===== config.mk =====
export PLATFORM = sky130hd
export DESIGN_NAME = bct_cycle_timer
export DESIGN_NICKNAME = d
export VERILOG_FILES = /design/src/shared/bct_pkg.sv /design/src/logic/bct_cycle_timer.sv /design/src/logic/bct_pulse_detect.sv
export SDC_FILE = /design/constraint.sdc
export NUM_CORES = 1
export LEC_CHECK = 0
export ABC_AREA = 1
export BUFFER_PORTS_ARGS = -buffer_cell sky130_fd_sc_hd__buf_4
export CAP_MARGIN = 20
export CORE_UTILIZATION = 50
export CTS_CLUSTER_DIAMETER = 100
export DETAILED_ROUTE_END_ITERATION = 10
export GPL_ROUTABILITY_DRIVEN = 0
export MAX_ROUTING_LAYER = met4
export PLACE_DENSITY = 0.8
export SLEW_MARGIN = 20
export SYNTH_ARGS = -nofsm -noshare
export SYNTH_HDL_FRONTEND = slang
export SYNTH_SLANG_ARGS = --single-unit

===== constraint.sdc =====
create_clock -name pclk -period 2.3 [get_ports pclk]
set_clock_uncertainty 0.1 [all_clocks]
set_input_delay 0.46 -clock pclk [delete_from_list [all_inputs] [get_ports pclk]]
set_output_delay 0.46 -clock pclk [all_outputs]
set_load 0.02 [all_outputs]

===== src/shared/bct_pkg.sv =====
package bct_pkg;
	localparam int unsigned CLK_FREQ_HZ = 200000000;
	localparam int unsigned TICK_FREQ_HZ = 24576000;
	localparam int unsigned EXT_PULSE_MIN_NS = 80;
	localparam int unsigned CLK_PERIOD_NS = 5;
	localparam int unsigned EXT_PULSE_MIN_CYC =
		(EXT_PULSE_MIN_NS + CLK_PERIOD_NS - 1) / CLK_PERIOD_NS;
	localparam logic [7:0] ADDR_CYCLE_TIME = 8'h28;
	localparam logic [7:0] ADDR_BUS_TIME = 8'h2c;
	localparam logic [7:0] ADDR_LINK_CTRL = 8'h0c;
	localparam int unsigned SEC_LSB = 0;
	localparam int unsigned SEC_W = 7;
	localparam int unsigned CNUM_LSB = 7;
	localparam int unsigned CNUM_W = 13;
	localparam int unsigned COFF_LSB = 20;
	localparam int unsigned COFF_W = 12;
	localparam int unsigned BUS_EXT_W = 25;
	localparam int unsigned BUS_SEC_LSB = 25;
	localparam logic [11:0] COFF_LAST = 12'hbff;
	localparam logic [12:0] CNUM_LAST = 13'h1f3f;
	localparam logic [6:0] SEC_LAST = 7'h7f;
	localparam int unsigned LC_ENABLE_BIT = 0;
	localparam int unsigned LC_MASTER_BIT = 1;
	localparam int unsigned LC_EXTSRC_BIT = 2;
	localparam int unsigned LC_SWRESET_BIT = 3;
	localparam logic [31:0] REG_RESET = 32'h0000_0000;
	localparam logic [31:0] BUS_TIME_RESET = 32'h0000_0000;
	localparam logic [2:0] LINK_CTRL_RESET = 3'h0;
endpackage : bct_pkg


===== src/logic/bct_cycle_timer.sv =====
`timescale 1ns/10ps
`default_nettype none
module bct_cycle_timer
	import bct_pkg::*;
#(
	parameter int unsigned CLK_HZ = CLK_FREQ_HZ,
	parameter int unsigned TICK_HZ = TICK_FREQ_HZ
) (
	input wire logic pclk,
	input wire logic presetn,
	input wire logic clk_en,
	input wire logic psel,
	input wire logic penable,
	input wire logic pwrite,
	input wire logic [7:0] paddr,
	input wire logic [31:0] pwdata,
	output logic [31:0] prdata,
	output logic pready,
	output logic pslverr,
	input wire logic external_cycle_pulse_in,
	input wire logic cycle_start_valid,
	input wire logic [31:0] cycle_start_time,
	output logic cycle_rollover
);
	// Layout checks: a gap or overlap between fields would lose carries
	initial begin
		if (TICK_HZ == 0 || TICK_HZ > CLK_HZ) begin
			$error("bct_cycle_timer: tick rate must be nonzero, not above clock");
		end
		// The accumulator sum must not overflow its 32 bits
		if (CLK_HZ >= 32'h8000_0000) begin
			$error("bct_cycle_timer: clock rate too high for the accumulator");
		end
		if (SEC_W + CNUM_W + COFF_W != 32) begin
			$error("bct_cycle_timer: time fields must fill 32 bits");
		end
		if (CNUM_LSB != SEC_LSB + SEC_W || COFF_LSB != CNUM_LSB + CNUM_W) begin
			$error("bct_cycle_timer: time fields must be contiguous");
		end
		if (BUS_SEC_LSB != BUS_EXT_W || BUS_EXT_W + SEC_W != 32) begin
			$error("bct_cycle_timer: bus time fields must fill 32 bits");
		end
		if (BUS_EXT_W > 31) begin
			$error("bct_cycle_timer: extension must leave room for seconds");
		end
		if (COFF_LAST == '0 || CNUM_LAST == '0 || SEC_LAST == '0) begin
			$error("bct_cycle_timer: wrap points must be nonzero");
		end
		if (EXT_PULSE_MIN_CYC < 1) begin
			$error("bct_cycle_timer: pulse width must be at least one clock");
		end
		// Decoding relies on unique, aligned offsets
		if (ADDR_CYCLE_TIME == ADDR_BUS_TIME ||
			ADDR_CYCLE_TIME == ADDR_LINK_CTRL ||
			ADDR_BUS_TIME == ADDR_LINK_CTRL) begin
			$error("bct_cycle_timer: register offsets must differ");
		end
		if (ADDR_CYCLE_TIME[1:0] != 2'h0 || ADDR_BUS_TIME[1:0] != 2'h0 ||
			ADDR_LINK_CTRL[1:0] != 2'h0) begin
			$error("bct_cycle_timer: register offsets must be word aligned");
		end
		if (LC_ENABLE_BIT == LC_MASTER_BIT || LC_MASTER_BIT == LC_EXTSRC_BIT ||
			LC_EXTSRC_BIT == LC_SWRESET_BIT || LC_SWRESET_BIT > 31) begin
			$error("bct_cycle_timer: link control bits must be distinct");
		end
	end

	// Fractional accumulator: average tick rate is exact, jitter one clock
	localparam int unsigned ACC_W = 32;
	localparam logic [ACC_W-1:0] ACC_STEP = ACC_W'(TICK_HZ);
	localparam logic [ACC_W-1:0] ACC_MOD = ACC_W'(CLK_HZ);

	logic [31:0] cycle_time_count_reg;
	logic [BUS_EXT_W-1:0] bus_seconds_extension_reg;
	logic cycle_timer_enable_reg;
	logic cycle_master_select_reg;
	logic external_cycle_source_select_reg;
	logic [ACC_W-1:0] acc_reg;
	logic int_tick;
	logic ext_tick;
	logic step;
	logic wrap_all;
	logic [31:0] ct_next;
	logic wr_access;
	logic rd_access;
	logic soft_reset;

	logic ctrl_wr;
	logic cyc_wr;
	logic bus_wr;
	logic cs_load;
	logic mapped;
	logic [ACC_W-1:0] acc_sum;
	logic acc_carry;
	logic [BUS_EXT_W-1:0] ext_next;
	logic [31:0] read_next;

	// Shared by the step function and the wrap detector
	function automatic logic offset_done(input logic [31:0] t);
		return t[COFF_LSB +: COFF_W] >= COFF_LAST;
	endfunction : offset_done

	function automatic logic cycle_done(input logic [31:0] t);
		return t[CNUM_LSB +: CNUM_W] >= CNUM_LAST;
	endfunction : cycle_done

	function automatic logic [31:0] advance(input logic [31:0] t);
		logic [SEC_W-1:0] s;
		logic [CNUM_W-1:0] n;
		logic [COFF_W-1:0] o;
		s = t[SEC_LSB +: SEC_W];
		n = t[CNUM_LSB +: CNUM_W];
		o = t[COFF_LSB +: COFF_W];
		if (offset_done(t)) begin
			o = '0;
			if (cycle_done(t)) begin
				n = '0;
				s = s + SEC_W'(1);
			end else begin
				n = n + CNUM_W'(1);
			end
		end else begin
			o = o + COFF_W'(1);
		end
		return {o, n, s};
	endfunction : advance

	function automatic logic is_last(input logic [31:0] t);
		return offset_done(t) && cycle_done(t) &&
			t[SEC_LSB +: SEC_W] == SEC_LAST;
	endfunction : is_last

	function automatic logic hit(input logic [7:0] a, input logic [7:0] r);
		return a == r;
	endfunction : hit

	assign wr_access = psel && penable && pwrite;
	assign rd_access = psel && !penable && !pwrite;
	assign ctrl_wr = wr_access && hit(paddr, ADDR_LINK_CTRL);
	assign cyc_wr = wr_access && hit(paddr, ADDR_CYCLE_TIME);
	assign bus_wr = wr_access && hit(paddr, ADDR_BUS_TIME);
	// Soft reset also takes the written mode bits in the same write
	assign soft_reset = ctrl_wr && pwdata[LC_SWRESET_BIT];
	assign mapped = hit(paddr, ADDR_CYCLE_TIME) || hit(paddr, ADDR_BUS_TIME) ||
		hit(paddr, ADDR_LINK_CTRL);
	// Loads only while another node is master
	assign cs_load = cycle_timer_enable_reg && !cycle_master_select_reg &&
		cycle_start_valid;

	// Pin is asynchronous; the detector carries its own synchroniser
	bct_pulse_detect #(
		.MIN_CYC(EXT_PULSE_MIN_CYC)
	) u_pulse (
		.pclk(pclk),
		.presetn(presetn),
		.clk_en(clk_en),
		.pulse_in(external_cycle_pulse_in),
		.pulse_event(ext_tick)
	);

	assign acc_sum = acc_reg + ACC_STEP;
	assign acc_carry = acc_sum >= ACC_MOD;

	// Accumulator stays below ACC_MOD, so the sum never overflows
	always_ff @(posedge pclk or negedge presetn) begin
		if (!presetn) begin
			acc_reg <= '0;
		end else if (clk_en) begin
			if (acc_carry) begin
				acc_reg <= acc_sum - ACC_MOD;
			end else begin
				acc_reg <= acc_sum;
			end
		end
	end

	// Registered tick: one clock of latency, no long combinational path
	always_ff @(posedge pclk or negedge presetn) begin
		if (!presetn) begin
			int_tick <= 1'b0;
		end else if (clk_en) begin
			int_tick <= acc_carry;
		end
	end

	// Master bit only decides whether cycle start loads apply
	always_comb begin
		step = 1'b0;
		if (!cycle_timer_enable_reg) begin
			step = 1'b0;
		end else if (external_cycle_source_select_reg) begin
			if (cycle_master_select_reg) begin
				step = ext_tick;
			end else begin
				step = ext_tick;
			end
		end else begin
			if (cycle_master_select_reg) begin
				step = int_tick;
			end else begin
				step = int_tick;
			end
		end
	end

	// Extension rolls over silently after its full range
	always_comb begin
		ext_next = bus_seconds_extension_reg;
		if (wrap_all && cycle_timer_enable_reg) begin
			ext_next = bus_seconds_extension_reg +
				BUS_EXT_W'(1);
		end
	end
	assign wrap_all = step && is_last(cycle_time_count_reg);
	assign ct_next = advance(cycle_time_count_reg);

	// One block per control bit; a single write sets all three together
	always_ff @(posedge pclk or negedge presetn) begin
		if (!presetn) begin
			cycle_timer_enable_reg <= LINK_CTRL_RESET[LC_ENABLE_BIT];
		end else if (clk_en && ctrl_wr) begin
			cycle_timer_enable_reg <= pwdata[LC_ENABLE_BIT];
		end
	end

	always_ff @(posedge pclk or negedge presetn) begin
		if (!presetn) begin
			cycle_master_select_reg <= LINK_CTRL_RESET[LC_MASTER_BIT];
		end else if (clk_en && ctrl_wr) begin
			cycle_master_select_reg <= pwdata[LC_MASTER_BIT];
		end
	end

	always_ff @(posedge pclk or negedge presetn) begin
		if (!presetn) begin
			external_cycle_source_select_reg <= LINK_CTRL_RESET[LC_EXTSRC_BIT];
		end else if (clk_en && ctrl_wr) begin
			external_cycle_source_select_reg <= pwdata[LC_EXTSRC_BIT];
		end
	end

	// Software write beats both counting and a cycle start load
	always_ff @(posedge pclk or negedge presetn) begin
		if (!presetn) begin
			cycle_time_count_reg <= REG_RESET;
		end else if (clk_en) begin
			if (soft_reset) begin
				cycle_time_count_reg <= REG_RESET;
			end else if (cyc_wr) begin
				cycle_time_count_reg <= pwdata;
			end else if (cs_load) begin
				cycle_time_count_reg <= cycle_start_time;
			end else if (step) begin
				cycle_time_count_reg <= ct_next;
			end
		end
	end

	always_ff @(posedge pclk or negedge presetn) begin
		if (!presetn) begin
			bus_seconds_extension_reg <= BUS_TIME_RESET[BUS_EXT_W-1:0];
		end else if (clk_en) begin
			if (soft_reset) begin
				bus_seconds_extension_reg <= BUS_TIME_RESET[BUS_EXT_W-1:0];
			end else if (bus_wr) begin
				bus_seconds_extension_reg <= pwdata[BUS_EXT_W-1:0];
			end else begin
				bus_seconds_extension_reg <= ext_next;
			end
		end
	end

	// One-cycle flag so a user can stamp the wrap without polling
	always_ff @(posedge pclk or negedge presetn) begin
		if (!presetn) begin
			cycle_rollover <= 1'b0;
		end else if (clk_en) begin
			cycle_rollover <= wrap_all;
		end
	end

	// Unmapped or idle reads give zero, so nothing stale leaks out
	always_comb begin
		read_next = '0;
		if (rd_access) begin
			if (hit(paddr, ADDR_CYCLE_TIME)) begin
				read_next = cycle_time_count_reg;
			end else if (hit(paddr, ADDR_BUS_TIME)) begin
				read_next = {cycle_time_count_reg[SEC_LSB +: SEC_W],
					bus_seconds_extension_reg};
			end else if (hit(paddr, ADDR_LINK_CTRL)) begin
				read_next = {29'h0000_0000, external_cycle_source_select_reg,
					cycle_master_select_reg, cycle_timer_enable_reg};
			end
		end
	end

	// Read data is captured in setup so the access phase sees a register
	always_ff @(posedge pclk or negedge presetn) begin
		if (!presetn) begin
			prdata <= '0;
		end else if (clk_en) begin
			prdata <= read_next;
		end
	end

	// Exactly one access cycle: the slave never inserts wait states
	always_ff @(posedge pclk or negedge presetn) begin
		if (!presetn) begin
			pready <= 1'b0;
		end else if (clk_en) begin
			pready <= psel && !penable;
		end
	end

	// Writes to unmapped offsets are dropped, reads return zero
	always_ff @(posedge pclk or negedge presetn) begin
		if (!presetn) begin
			pslverr <= 1'b0;
		end else if (clk_en) begin
			pslverr <= psel && !penable && !mapped;
		end
	end
endmodule : bct_cycle_timer
`default_nettype wire


===== src/logic/bct_pulse_detect.sv =====
`timescale 1ns/10ps
`default_nettype none
// Synchronises the external cycle pulse and flags one event per valid pulse.
// Pulse counted on its falling edge once it has stood long enough.
module bct_pulse_detect
	import bct_pkg::*;
#(
	parameter int unsigned MIN_CYC = EXT_PULSE_MIN_CYC
) (
	input wire logic pclk,
	input wire logic presetn,
	input wire logic clk_en,
	input wire logic pulse_in,
	output logic pulse_event
);
	localparam int unsigned CW = $clog2(MIN_CYC + 1);
	localparam logic [CW-1:0] MIN_VAL = CW'(MIN_CYC);
	initial begin
		if (MIN_CYC < 1) begin
			$error("bct_pulse_detect: MIN_CYC must be at least one");
		end
	end
	logic sync1_reg;
	logic sync2_reg;
	logic [CW-1:0] width_reg;
	always_ff @(posedge pclk or negedge presetn) begin
		if (!presetn) begin
			sync1_reg <= 1'b0;
			sync2_reg <= 1'b0;
		end else if (clk_en) begin
			sync1_reg <= pulse_in;
			sync2_reg <= sync1_reg;
		end
	end
	// Width counter saturates so a long pulse still yields one event
	always_ff @(posedge pclk or negedge presetn) begin
		if (!presetn) begin
			width_reg <= '0;
			pulse_event <= 1'b0;
		end else if (clk_en) begin
			pulse_event <= 1'b0;
			if (sync2_reg) begin
				if (width_reg != MIN_VAL) begin
					width_reg <= width_reg + CW'(1);
				end
			end else begin
				pulse_event <= (width_reg == MIN_VAL);
				width_reg <= '0;
			end
		end
	end
endmodule : bct_pulse_detect
`default_nettype wire


==> summary.md <==
| Metric | Value |
|---|---|
| Run status | complete, but fails checks |
| Failing checks | negative setup slack |
| Hpwl dp | 19600 microns |
| Worst skew pair latency | 0.44 ns |
| Non-filler cells, final | 1635 |
| Worst Hold Class | in -> reg |
| Max_slew headroom | 51.6% |
| Maximum clock frequency | 399 MHz |
| Initial antenna violation count | 0 |
| Main flop type after synthesis | dfrtp_1 |
| Critical Path RT | 2.52 ns |
| Crit-path slowest cell | dfrtp_1 |
| Layout cell share with drive strength beyond 1 | 28.3% |
| Rows | 47 |
| Reg2reg path depth | 17 |
| DRT Pass-1 Iters | 6 |
| Yosys warns | 0 |
| Final min period | 2.50 ns |
| Reg2reg start | acc_reg[24]$_DFFE_PN0P_ |
| Worst setup SP type | flip-flop |
| Synthesized cell area | 0.00859 sq mm |
| Sequential share of the synthesized area | 37.0% |
| Period utilization | 109% |
| Setup-failing EPs final | 23 |
| I/O Buffers | 114 |
| Worst Setup End Kind | flip-flop |
| Power per standard cell area | 1020 mW/mm^2 |
| First-pass GRT wire length | 45000 microns |
| Buf/Inv on CP | 2 |
| Slew @ Worst Pin | 0.725 ns |
| RSZ-0062 raised after global routing | yes |
| Vert. Die Dim | 133 microns |
| Synthesis-to-finish area growth | 32.8% |
| Die area | 0.0177 sq mm |
| Sink Count | 127 |
| MaxCap Viol Count | 0 |
| CTS tree | yes |
| VDD IR-drop max | 0.000761 V |
| GR Overflow Total | 0 |
| Reg2reg setup slack | -0.20 ns |
| M3 GR Usage | 5.86% |
| Met1 Usage GRT | 41.3% |
| Syn nets | 1308 |
| Routed vias/inst | 5.99 |
| I/O Pins | 115 |
| Hold Vio Cnt, Final | 0 |
| Post-route DRC | 0 |
| Gr usage total | 33.4% |
| WHS Endpoint | u_pulse.sync1_reg$_DFFE_PN0P_ |
| # diodes | 0 |
| Grt peak-use layer | met2 |
| Initial DRC Count | 1036 |
| Static Leakage | 5.49 nW |
| Clock Pin Slew Worst Setup and Hold Paths | 0.06 ns |
| Mapped Avg Cell Area | 7.05 sq um |
| Die width | 133 microns |
| Setup CP Type | reg -> reg |
| Placed insts | 1576 |
| Post-synth EDFFs | 0 |
| Clock Root Buffer | clkbuf_16 |
| Core Region | 0.0167 sq mm |
| Worst-path cell chain | inv_2 -> nand2_1 -> nor2_1 -> nand2_4 -> nand2_4 -> nand2_2 -> nand2_1 -> nand2_2 -> nand2_2 -> nor2_4 -> nand2_2 -> nand3_4 -> buf_12 -> nand2_2 -> nand2_1 -> nand2_1 -> nand2_1 |
| FFs w/ async S/R, synth | 100% |
| CP arrival | 2.72 ns |
| Largest net degree at the start of global routing | 57 |
| Htree depth | 4 |
| WHS Path Cells | 3 |
| Hold Path Origin | external_cycle_pulse_in |
| Final worst slack | -0.204 ns |
| Slew Limit Fails | 0 |
| Post-synthesis cell type count | 53 |
| Final wirelength | 30000 microns |
| Vias | 9797 |
| Vias in the first global route | 9128 |
| Total CTS buffers | 17 |
| Fillers | 1314 |
| FF-to-FF End | acc_reg[18]$_DFFE_PN0P_ |
| FF+latch count, synth | 127 |
| Met2 Usage GRT | 52.8% |
| Core Util, Final | 68.3% |
| Crit path max-delay family | simple AND/OR/NAND/NOR gates |
| Setup TNS | -2.55 ns |
| ANT nets after route | 0 |
| Longest Clk Path Bufs | 2 |
| Final net count | 1491 |
| Post-Syn Instances | 1219 |
| DR WL/cell | 18.3 microns |
| Critical path's largest stage delay | 0.40 ns |
| Crit path max fanout | 9 |
| Initial cell density of the core | 51.4% |
[synth_stat cells (27+ instances only)]
cell type | instances | share of area (%)
dfrtp_1 | 127 | 37
a21oi_1 | 45 | 2.6
nor2_1 | 87 | 3.8
xor2_1 | 30 | 3.1
nand3_1 | 69 | 4.0
nand2_2 | 27 | 2.0
clkbuf_1 | 39 | 1.7
nand2_1 | 350 | 15
o21ai_1 | 28 | 1.6
inv_1 | 97 | 4.2
nand4_1 | 31 | 2.3
o21ai_0 | 118 | 6.9
[per-layer routing]
layer / vias up / wire length [microns]
met5: - / 0
met4: 0 / 1250
met3: 133 / 2670
met2: 648 / 14400
met1: 4591 / 11700
li1: 4425 / -
[metrics by stage]
| step | instance area, sq um | worst slack (ns) | power, W | hold WS (ns) |
|---|---|---|---|---|
| floorplan | 8590 | 0.0614 | 0.00585 | 0.0644 |
| global placement | 10100 | -0.0622 | 0.00695 | 0.241 |
| detailed placement | 10100 | -0.0905 | 0.00708 | 0.239 |
| CTS | 10800 | 0.00676 | 0.0100 | 0.126 |
| global route | 11400 | -0.201 | 0.0122 | 0.150 |
| finish | 11400 | -0.204 | 0.0116 | 0.137 |
[layout make-up]
class	count	area, sq um	share of cell area [%]
Multi-Input combinational cell	930	5150	45.1
Timing Repair Buffer	218	1760	15.4
Clock buffer	18	429	3.76
Tap cell	220	275	2.41
Inverter	108	420	3.69
Clock inverter	14	184	1.61
Sequential cell	127	3190	28.0
[worst register-to-register path: cells and delay by family, from the launching register on]
family / cells / cell delay [ns]
and+or+nand+nor: 15 / 1.54
DFF: 1 / 0.40
buffers and inverters: 2 / 0.35
[cell families (layout without fill, tap and decap cells)]
kind of cell	after synthesis	in the layout	share of synthesized area, %
AO/OA/AOI/OAI	253	253	16.6
XOR/XNOR	38	38	3.96
adder cells (fa/ha/maj)	9	9	1.31
buffers and inverters	162	358	7.77
flip-flops	127	127	37.0
multiplexers	4	4	0.466
AND/OR/NAND/NOR	626	626	32.9
[power by group]
part / internal (W) / switching (W)
clock: 0.00173 / 0.00114
sequential: 0.00255 / 0.000424
combinational: 0.00235 / 0.00342
total: 0.00663 / 0.00499
[what timing repair did]
action,4_1_cts,5_1_grt
hold buffers,1,0
pin swaps,1,38
setup endpoints to repair,21,77
gates resized for setup,8,124
gates cloned,0,1
hold endpoints to repair,11,0
buffers inserted,1,24
[cell usage in the layout, fill, tap and decap left out, types with 18 or more instances in the layout]
cell type	count
nand3_1	60
clkbuf_16	18
o21ai_1	32
xor2_1	30
o21ai_0	114
a21oi_1	44
buf_4	204
nand2_4	20
inv_1	90
nand2_1	317
o22ai_1	18
nand4_1	31
nand2_2	39
dfrtp_1	117
nor2_1	71
[worst max-delay path by stage]
stage                     cells after the start  slack, ns               startpoint                      end
final                                        17      -0.20  acc_reg[24]$_DFFE_PN0P_  acc_reg[18]$_DFFE_PN0P_
after global routing                         17      -0.20  acc_reg[24]$_DFFE_PN0P_  acc_reg[27]$_DFFE_PN0P_
after CTS                                    17      0.007  acc_reg[16]$_DFFE_PN0P_  acc_reg[20]$_DFFE_PN0P_
after detailed placement                     17      -0.09  acc_reg[16]$_DFFE_PN0P_  acc_reg[29]$_DFFE_PN0P_
after global placement                       17      -0.06  acc_reg[16]$_DFFE_PN0P_  acc_reg[29]$_DFFE_PN0P_
after floorplan                              15       0.06  acc_reg[16]$_DFFE_PN0P_  acc_reg[19]$_DFFE_PN0P_
Note: power is estimated with default switching activity, not from simulation.
